[config.mk]
export PLATFORM = sky130hd
export DESIGN_NAME = gdc_config_regs
export DESIGN_NICKNAME = d
export VERILOG_FILES = /design/src/verilog/gdc_pkg.sv /design/src/verilog/gdc_config_regs.sv /design/src/verilog/gdc_cal_seq.sv /design/src/verilog/gdc_src_decode.sv
export SDC_FILE = /design/constraint.sdc
export NUM_CORES = 1
export LEC_CHECK = 0
export BUFFER_PORTS_ARGS = -buffer_cell sky130_fd_sc_hd__buf_4
export CAP_MARGIN = 30
export CORE_ASPECT_RATIO = 0.8
export CORE_MARGIN = 8
export CORE_UTILIZATION = 50
export CTS_CLUSTER_DIAMETER = 120
export DETAILED_ROUTE_END_ITERATION = 16
export PLACE_DENSITY = 0.83
export SLEW_MARGIN = 15
export SYNTH_ARGS = -nofsm -noshare
export SYNTH_HDL_FRONTEND = slang
export SYNTH_SLANG_ARGS = --single-unit
[constraint.sdc]
create_clock -name clk -period 2.1 [get_ports clk]
set_input_delay 0.42 -clock clk [delete_from_list [all_inputs] [get_ports clk]]
set_output_delay 0.42 -clock clk [all_outputs]
set_load 0.01 [all_outputs]
[src/verilog/gdc_pkg.sv]
/*
  Package for the gate driver sense and drive configuration bank: register
  indices, field positions, reset values, decode codes and calibration timing.
  Assumes a register access port already decoded from the serial interface.
*/
// Behaviour
// - Bits 11:9 pick overcurrent threshold, 50-1000 mV
// - Bits 8:7 pick sense gain 5-40
// - Bit 6 starts amp A calibration, self-clears
// - Bit 5 starts amp B calibration, self-clears
// - Bit 4 calibrates amp C when emf off
// - Bit 4 calibrates emf amps when emf on
// - Bit 3 enables emf sensing, repurposes C
// - Bits 2:1 pick emf gain 0.25-2
// - Bit 0 picks virtual or pin common
// - Drive bits 11:10 pick transition time
// - Drive bits 9:6 pick high-side source current
// - Drive bits 5:2 pick low-side source current
// - Sink current is twice source current
// - Documented defaults load at reset
// - Sleep or shutdown restores register defaults
// - Calibration input connect shorts or keeps shunt
package gdc_pkg;
  localparam int          REG_W           = 12;
  localparam logic [3:0]  SENSE_IDX       = 4'h4;
  localparam logic [3:0]  DRIVE_IDX       = 4'h5;
  // Sense register fields
  localparam int          OC_TH_LSB       = 9;
  localparam int          CS_GAIN_LSB     = 7;
  localparam int          CAL_A_BIT       = 6;
  localparam int          CAL_B_BIT       = 5;
  localparam int          CAL_C_BIT       = 4;
  localparam int          EMF_EN_BIT      = 3;
  localparam int          EMF_GAIN_LSB    = 1;
  localparam int          COMMON_SEL_BIT  = 0;
  // Drive register fields
  localparam int          GT_TIME_LSB     = 10;
  localparam int          HS_SRC_LSB      = 6;
  localparam int          LS_SRC_LSB      = 2;
  // Reset values
  localparam logic [11:0] SENSE_RST       = 12'h0_B02;
  localparam logic [11:0] DRIVE_RST       = 12'h0_7FC;
  localparam logic [11:0] SENSE_WR_MASK   = 12'h0_F8F;
  localparam logic [11:0] DRIVE_WR_MASK   = 12'h0_FFC;
  // Calibration time
  localparam int          CAL_TIME_US     = 100;
  localparam int          CLK_MHZ         = 250;
  localparam int          CAL_CYCLES      = CAL_TIME_US * CLK_MHZ;
  typedef enum logic [1:0] {
    GDC_IDLE = 2'b00,
    GDC_RUN  = 2'b01,
    GDC_DONE = 2'b11
  } gdc_cal_t;
  function automatic logic [10:0] gdc_src_ma(input logic [3:0] code);
    logic [10:0] v;
    v = 11'h000;
    unique case (code)
      4'h0: v = 11'd50;
      4'h1: v = 11'd70;
      4'h2: v = 11'd120;
      4'h3: v = 11'd160;
      4'h4: v = 11'd200;
      4'h5: v = 11'd220;
      4'h6: v = 11'd250;
      4'h7: v = 11'd310;
      4'h8: v = 11'd350;
      4'h9: v = 11'd400;
      4'hA: v = 11'd440;
      4'hB: v = 11'd500;
      4'hC: v = 11'd580;
      4'hD: v = 11'd700;
      4'hE: v = 11'd900;
      4'hF: v = 11'd1100;
    endcase
    return v;
  endfunction : gdc_src_ma
endpackage : gdc_pkg

[src/verilog/gdc_config_regs.sv]
/*
  Sense amplifier and gate drive configuration registers with calibration
  triggers and decoded settings. Assumes the serial interface delivers a
  decoded one-cycle write strobe and index, and reads data
  registered here on a read strobe.
*/
`timescale 1ns/1ps
module gdc_config_regs #(
  parameter int CAL_CYCLES = gdc_pkg::CAL_CYCLES
) (
  // Clock and reset
  input  wire logic        clk,
  input  wire logic        sys_rst,
  input  wire logic        sleepEnter,
  // Register access port
  input  wire logic        regWrite,
  input  wire logic        regRead,
  input  wire logic [3:0]  regIndex,
  input  wire logic [11:0] regWdata,
  output logic      [11:0] regRdata,
  output logic             regHit,
  // Calibration setting
  input  wire logic        calInputConnect,
  // Sense settings
  output logic      [9:0]  overcurrentThreshMv,
  output logic      [5:0]  senseGain,
  output logic             emfSenseEnable,
  output logic             ampCForEmf,
  output logic      [3:0]  emfGainQuarters,
  output logic             commonPinSel,
  // Calibration controls
  output logic             calRunA,
  output logic             calRunB,
  output logic             calRunC,
  output logic             calRunEmf,
  output logic             calShortInputs,
  // Drive settings
  output logic      [12:0] gateTransitionNs,
  output logic      [10:0] hsSourceMa,
  output logic      [11:0] hsSinkMa,
  output logic      [10:0] lsSourceMa,
  output logic      [11:0] lsSinkMa
);
  import gdc_pkg::*;
  if (CAL_CYCLES < 1) begin : g_bad_cycles
    $error("CAL_CYCLES must be at least one");
  end

  logic [11:0] sense_q, sense_d;
  logic [11:0] drive_q, drive_d;
  logic [11:0] rdata_d;
  logic        hit_d;
  logic        calEmf_q, calEmf_d;
  logic [2:0]  busy, start;
  logic        wrSense, wrDrive, clrRegs;

  always_comb begin
    clrRegs = sleepEnter;
    wrSense = regWrite && regIndex == SENSE_IDX;
    wrDrive = regWrite && regIndex == DRIVE_IDX;
    // Trigger starts only on a written one while idle; zero ignored
    start[2] = wrSense && regWdata[CAL_A_BIT] && !busy[2];
    start[1] = wrSense && regWdata[CAL_B_BIT] && !busy[1];
    start[0] = wrSense && regWdata[CAL_C_BIT] && !busy[0];
  end

  // Calibration sequencers, A, B, C-or-emf
  for (genvar i = 0; i < 3; i++) begin : g_cal
    gdc_cal_seq #(
      .CYCLES (CAL_CYCLES)
    ) u_cal (
      .clk     (clk),
      .sys_rst (sys_rst),
      .start   (start[i]),
      .abort   (clrRegs),
      .busy    (busy[i]),
      .done    ()
    );
  end

  always_comb begin
    sense_d  = sense_q;
    drive_d  = drive_q;
    calEmf_d = calEmf_q;
    if (clrRegs) begin
      sense_d  = SENSE_RST;
      drive_d  = DRIVE_RST;
      calEmf_d = 1'b0;
    end else begin
      if (wrSense) sense_d = (regWdata & SENSE_WR_MASK) | (sense_q & ~SENSE_WR_MASK);
      if (wrDrive) drive_d = (regWdata & DRIVE_WR_MASK) | (drive_q & ~DRIVE_WR_MASK);
      // Emf enable at the start decides which amplifier is calibrated
      if (start[0]) calEmf_d = wrSense ? regWdata[EMF_EN_BIT] : sense_q[EMF_EN_BIT];
    end
  end

  always_ff @(posedge clk) begin
    if (sys_rst) begin
      sense_q  <= SENSE_RST;
      drive_q  <= DRIVE_RST;
      calEmf_q <= 1'b0;
    end else begin
      sense_q  <= sense_d;
      drive_q  <= drive_d;
      calEmf_q <= calEmf_d;
    end
  end

  // Read back; trigger bits show running calibrations
  always_comb begin
    rdata_d = regRdata;
    hit_d   = 1'b0;
    if (regRead) begin
      hit_d = (regIndex == SENSE_IDX) || (regIndex == DRIVE_IDX);
      unique case (regIndex)
        SENSE_IDX: begin
          rdata_d = sense_q & SENSE_WR_MASK;
          rdata_d[CAL_A_BIT] = busy[2] | start[2];
          rdata_d[CAL_B_BIT] = busy[1] | start[1];
          rdata_d[CAL_C_BIT] = busy[0] | start[0];
        end
        DRIVE_IDX: rdata_d = drive_q & DRIVE_WR_MASK;
        default:   rdata_d = 12'h000;
      endcase
    end
  end

  // Decoded sense settings and drive transition time
  logic [9:0] thMv_d;
  logic [5:0] gain_d;
  logic [3:0] emfG_d;
  logic [12:0] gtNs_d;
  always_comb begin
    thMv_d = 10'd50;
    unique case (sense_q[OC_TH_LSB +: 3])
      3'h0: thMv_d = 10'd50;
      3'h1: thMv_d = 10'd100;
      3'h2: thMv_d = 10'd150;
      3'h3: thMv_d = 10'd200;
      3'h4: thMv_d = 10'd250;
      3'h5: thMv_d = 10'd500;
      3'h6: thMv_d = 10'd750;
      3'h7: thMv_d = 10'd1000;
    endcase
    gain_d = 6'(6'd5 << sense_q[CS_GAIN_LSB +: 2]);
    emfG_d = 4'(4'd1 << sense_q[EMF_GAIN_LSB +: 2]);
    gtNs_d = 13'(13'd500 << drive_q[GT_TIME_LSB +: 2]);
  end

  always_ff @(posedge clk) begin
    if (sys_rst) begin
      regRdata            <= 12'h000;
      regHit              <= 1'b0;
      overcurrentThreshMv <= 10'h000;
      senseGain           <= 6'h00;
      emfSenseEnable      <= 1'b0;
      ampCForEmf          <= 1'b0;
      emfGainQuarters     <= 4'h0;
      commonPinSel        <= 1'b0;
      calRunA             <= 1'b0;
      calRunB             <= 1'b0;
      calRunC             <= 1'b0;
      calRunEmf           <= 1'b0;
      calShortInputs      <= 1'b0;
      gateTransitionNs    <= 13'h0000;
    end else begin
      regRdata            <= rdata_d;
      regHit              <= hit_d;
      overcurrentThreshMv <= thMv_d;
      senseGain           <= gain_d;
      emfSenseEnable      <= sense_q[EMF_EN_BIT];
      ampCForEmf          <= sense_q[EMF_EN_BIT];
      emfGainQuarters     <= emfG_d;
      commonPinSel        <= sense_q[COMMON_SEL_BIT];
      calRunA             <= busy[2];
      calRunB             <= busy[1];
      calRunC             <= busy[0] && !calEmf_q;
      calRunEmf           <= busy[0] && calEmf_q;
      calShortInputs      <= !calInputConnect && (busy != 3'h0);
      gateTransitionNs    <= gtNs_d;
    end
  end

  // Drive current decode, sink twice source
  gdc_src_decode u_hs (
    .clk     (clk),
    .sys_rst (sys_rst),
    .code    (drive_q[HS_SRC_LSB +: 4]),
    .srcMa   (hsSourceMa),
    .sinkMa  (hsSinkMa)
  );

  gdc_src_decode u_ls (
    .clk     (clk),
    .sys_rst (sys_rst),
    .code    (drive_q[LS_SRC_LSB +: 4]),
    .srcMa   (lsSourceMa),
    .sinkMa  (lsSinkMa)
  );

endmodule : gdc_config_regs

[src/verilog/gdc_cal_seq.sv]
/*
  One offset calibration sequencer: a start pulse runs a timed calibration,
  busy stays high until done or abort. Assumes one clock and synchronous reset.
*/
`timescale 1ns/1ps
module gdc_cal_seq #(
  parameter int CYCLES = gdc_pkg::CAL_CYCLES
) (
  // Clock and reset
  input  wire logic clk,
  input  wire logic sys_rst,
  // Control
  input  wire logic start,
  input  wire logic abort,
  output logic      busy,
  output logic      done
);
  import gdc_pkg::*;
  if (CYCLES < 1) begin : g_bad_cycles
    $error("CYCLES must be at least one");
  end
  gdc_cal_t    state_q, state_d;
  logic [31:0] cnt_q, cnt_d;
  always_comb begin
    state_d = state_q;
    cnt_d   = cnt_q;
    unique case (state_q)
      GDC_IDLE: if (start) begin
        state_d = GDC_RUN;
        cnt_d   = 32'(CYCLES - 1);
      end
      GDC_RUN: if (cnt_q == 32'h0000_0000) state_d = GDC_DONE;
               else cnt_d = cnt_q - 32'h0000_0001;
      GDC_DONE: if (start) begin
        state_d = GDC_RUN;
        cnt_d   = 32'(CYCLES - 1);
      end else begin
        state_d = GDC_IDLE;
      end
      default: state_d = GDC_IDLE;
    endcase
    if (abort) state_d = GDC_IDLE;
  end
  always_ff @(posedge clk) begin
    if (sys_rst) begin
      state_q <= GDC_IDLE;
      cnt_q   <= 32'h0000_0000;
    end else begin
      state_q <= state_d;
      cnt_q   <= cnt_d;
    end
  end
  assign busy = (state_q == GDC_RUN);
  assign done = (state_q == GDC_DONE);
endmodule : gdc_cal_seq

[src/verilog/gdc_src_decode.sv]
/*
  Drive current decode: source and doubled sink current for one driver side.
  Assumes the code comes from a register.
*/
`timescale 1ns/1ps
module gdc_src_decode (
  // Clock and reset
  input  wire logic        clk,
  input  wire logic        sys_rst,
  // Code in, currents out
  input  wire logic [3:0]  code,
  output logic      [10:0] srcMa,
  output logic      [11:0] sinkMa
);
  import gdc_pkg::*;
  logic [10:0] src_d;
  always_comb src_d = gdc_src_ma(code);
  always_ff @(posedge clk) begin
    if (sys_rst) begin
      srcMa  <= 11'h000;
      sinkMa <= 12'h000;
    end else begin
      srcMa  <= src_d;
      sinkMa <= {src_d, 1'b0};
    end
  end
endmodule : gdc_src_decode

==> key figures <==
Worst setup path
  – Reg-to-Reg Start: g_cal[0].u_cal.cnt_q[29]
  – Reg-to-reg critical path endpoint: g_cal[0].u_cal.cnt_q[24]
  – Crit path DAT: between 2 and 3 ns
  – Crit Path Max Fanout: 6
  – Worst setup SP type: flop
  – Worst endpoint required time: between 2 and 2.5 ns
  – FF-to-FF setup slack: -0.09 ns
  – Worst r2r path cells: 9
  – Setup CP Type: reg2reg
  – Setup crit end kind: flop

Job
  – Max-capacitance violation count: 0

Final layout
  – Fill count: ~1200
  – Register area: ~3800 sq um
  – Post-layout util: 0.674
  – Final instance area: 11800 sq um
  – Footprint of the multi-input gates: slightly below 5000 sq um
  – P&R area growth vs syn: 31.6%
  – Number of nets in the layout: 1279
  – Ant. Diodes: 0
  – Proportion of layout cells with a drive suffix above 1: 0.303

Placed design
  – GPL Wtd Cong: between 0.8 and 0.9
  – Place WS: -0.168 ns
  – Dpl hpwl: approximately 16 mm
  – I/O Buffers: approximately 110
  – Dpl cell area: around 11000 sq um

Detailed routing
  – Antenna viol nets, final: 0
  – Routed via count: 8306
  – WL final: between 20 and 25 mm
  – Via density: 5.66
  – Wire length per cell: about 17 um
  – Residual DRC: 0
  – 1st-iter DRT viols: ~700
  – TritonRoute pass-1 iters: 5

Yosys
  – Post-synth EDFFs: 0
  – Sequential share of the synthesized area: 0.426
  – FF+latch count, synth: 190
  – Ys flop type: dfxtp_1
  – Synthesized instance count: 1043
  – Netlist Area Pre-Place: 8930 sq um
  – Cell variety after synth: 69
  – Yosys warning count: 0
  – Post-Syn Area per Cell: between 8 and 9 sq um
  – Asr flop ratio synth: 0

STA
  – Fin. Hold Viols: 0
  – Final setup TNS: -0.910 ns
  – Worst Tran Pin Value: between 0.6 and 0.7 ns
  – Skew final: about 0.013 ns
  – Setup WS post-layout: -0.0946 ns
  – Final critical-path required period: 2.19 ns
  – Final Cycle Share: 1.05
  – Fin Hold WS: roughly 0.13 ns
  – Unrepaired setup endpoints after global routing: true
  – Slew margin rel.: 0.593
  – Fmax achieved: between 400 and 500 MHz
  – Final setup viols: 20
  – Fin. max-slew vios: 0

Outcome
  – Status: complete, but fails checks
  – Failing checks: setup timing

Pwr
  – Peak VDD IR: between 0.5 and 0.6 mV
  – Pwr/cell area: 790 nW/um^2
  – Leak: 4.89 nW

Worst hold path
  – Hold path endpoint: calShortInputs
  – Hold Crit Start: calInputConnect
  – Worst Hold Class: in2reg
  – Hold Path Cell Cnt: 2

Global route
  – GRT Overall Usage: 0.202
  – Initial antenna violation count: 0
  – First-pass GRT wire length: around 37 mm
  – Largest net degree at the start of global routing: 67
  – Congestion Overflow GR: 0
  – Vias in the first global route: about 7600

Floorplan
  – Num ports: about 120
  – Rows: 43
  – Die Wd: approximately 170 um
  – Initial core utilization: 0.513
  – Die ar.: 22400 sq um
  – Die H: around 140 um
  – Core area: 17400 sq um

Clock network
  – TritonCTS clock tree: built
  – Clock tree root buffer cell: clkbuf_16
  – Clock tree sinks: 190
  – Skew-Pair Late Insertion Delay: between 0.4 and 0.5 ns
  – Max clock buf depth: 2
  – Htree depth: 4
  – CTS buffer count: 17
  – Clock transition at the registers of the reported paths: 0.08 ns
## where the power goes
| part | leakage, nW | switching, mW | internal, mW |
|---|---|---|---|
| Combinational | 3.02 | 1.07 | 0.900 |
| Clock | 0.318 | 1.65 | 1.87 |
| Sequential | 1.55 | 0.0912 | 3.71 |
| Total | 4.89 | 2.81 | 6.47 |
## cell families (layout without fill, tap and decap cells)
group,Yosys count,after routing,share of synthesized area
buffers and inverters,121,311,0.0657
AND/OR/NAND/NOR,456,457,0.268
XOR/XNOR,73,73,0.0716
AO/OA/AOI/OAI,166,166,0.120
adder cells (fa/ha/maj),27,27,0.0378
flip-flops,190,190,0.426
multiplexers,9,9,0.0111
other,1,10,0.000420
## Yosys cell counts, types with 24 or more instances
master    count  share of area
a21oi_1      63          0.035
o21ai_0      27          0.015
xor2_1       67          0.066
inv_1        34          0.014
nand2b_1     24          0.017
nor2_1      142          0.060
buf_4        34          0.029
nor3_1       37          0.021
dfxtp_1     190           0.43
ha_1         27          0.038
nand2_1      66          0.028
nand3_1      53          0.030
clkbuf_1     45          0.019
## metrics by stage
step                total power, mW  std cells
floorplan                      4.84       1052
global route                   9.64       1468
CTS                            8.99       1451
global placement               5.40       1417
finish                         9.29       1468
detailed placement             5.44       1417
## registers in the layout (all words and copies together) (netlist names), 4 cells and up
signal and count:
drive_q 10, g_cal.u_cal.cnt_q 96, u_ls.sinkMa 10, gateTransitionNs 9, overcurrentThreshMv 9, u_hs.srcMa 10, regRdata 12, senseGain 6
g_cal.u_cal.state_q 6, emfGainQuarters 4, sense_q 9
## what timing repair did
action / CTS / global route
endpoints found under the setup margin: 43 / 87
gates cloned: 0 / 4
hold buffers: 0 / 0
gates resized for setup: 17 / 75
pin swaps: 16 / 59
setup buffers: 3 / 13
## final cells by class
type,instances,share of cell area
multi-input combinational,742,0.423
sequential,190,0.325
timing repair buffer,245,0.162
clock buffer,17,0.0362
tap,225,0.0239
clock inverter,15,0.0197
inverter,34,0.0109
## critical path: stages, from the launching register on
cell	delay, ns
dfxtp_2	0.32
or4_4	0.56
buf_6	0.15
o41ai_4	0.32
buf_4	0.17
a2111oi_4	0.05
buf_4	0.18
nand2b_1	0.10
xor2_1	0.17
nor2_1	0.06
## worst max path at each step
stage	start	end	slack (ns)	cells past startpoint
finish	g_cal[0].u_cal.cnt_q[29]	g_cal[0].u_cal.cnt_q[24]	-0.09	9
CTS	g_cal[0].u_cal.cnt_q[27]	g_cal[0].u_cal.cnt_q[20]	-0.05	9
floorplan	g_cal[1].u_cal.state_q[0]	g_cal[1].u_cal.cnt_q[2]	0.001	9
global placement	g_cal[0].u_cal.cnt_q[20]	g_cal[0].u_cal.cnt_q[17]	-0.11	7
global route	g_cal[0].u_cal.cnt_q[29]	g_cal[0].u_cal.cnt_q[24]	-0.14	9
detailed placement	g_cal[0].u_cal.cnt_q[20]	g_cal[0].u_cal.cnt_q[10]	-0.17	7
## cell usage in the layout, fill, tap and decap left out, drive strengths merged, types with 25 or more instances in the layout
cell type / count
o21ai: 30
xor2: 67
nor2: 142
nand2: 67
inv: 41
nor3: 40
buf: 245
ha: 27
dfxtp: 190
nand3: 54
nand4: 25
a21oi: 63
## routing by layer
metal | global-route usage | routed length, um | vias to the layer above
met5 | 0 | 0 | -
li1 | - | - | 3972
met1 | 0.263 | 10500 | 3942
met2 | 0.328 | 11800 | 339
met3 | 0.0410 | 1960 | 53
met4 | 0.0668 | 507 | 0
No activity file was read; power rests on OpenSTA's default activity.
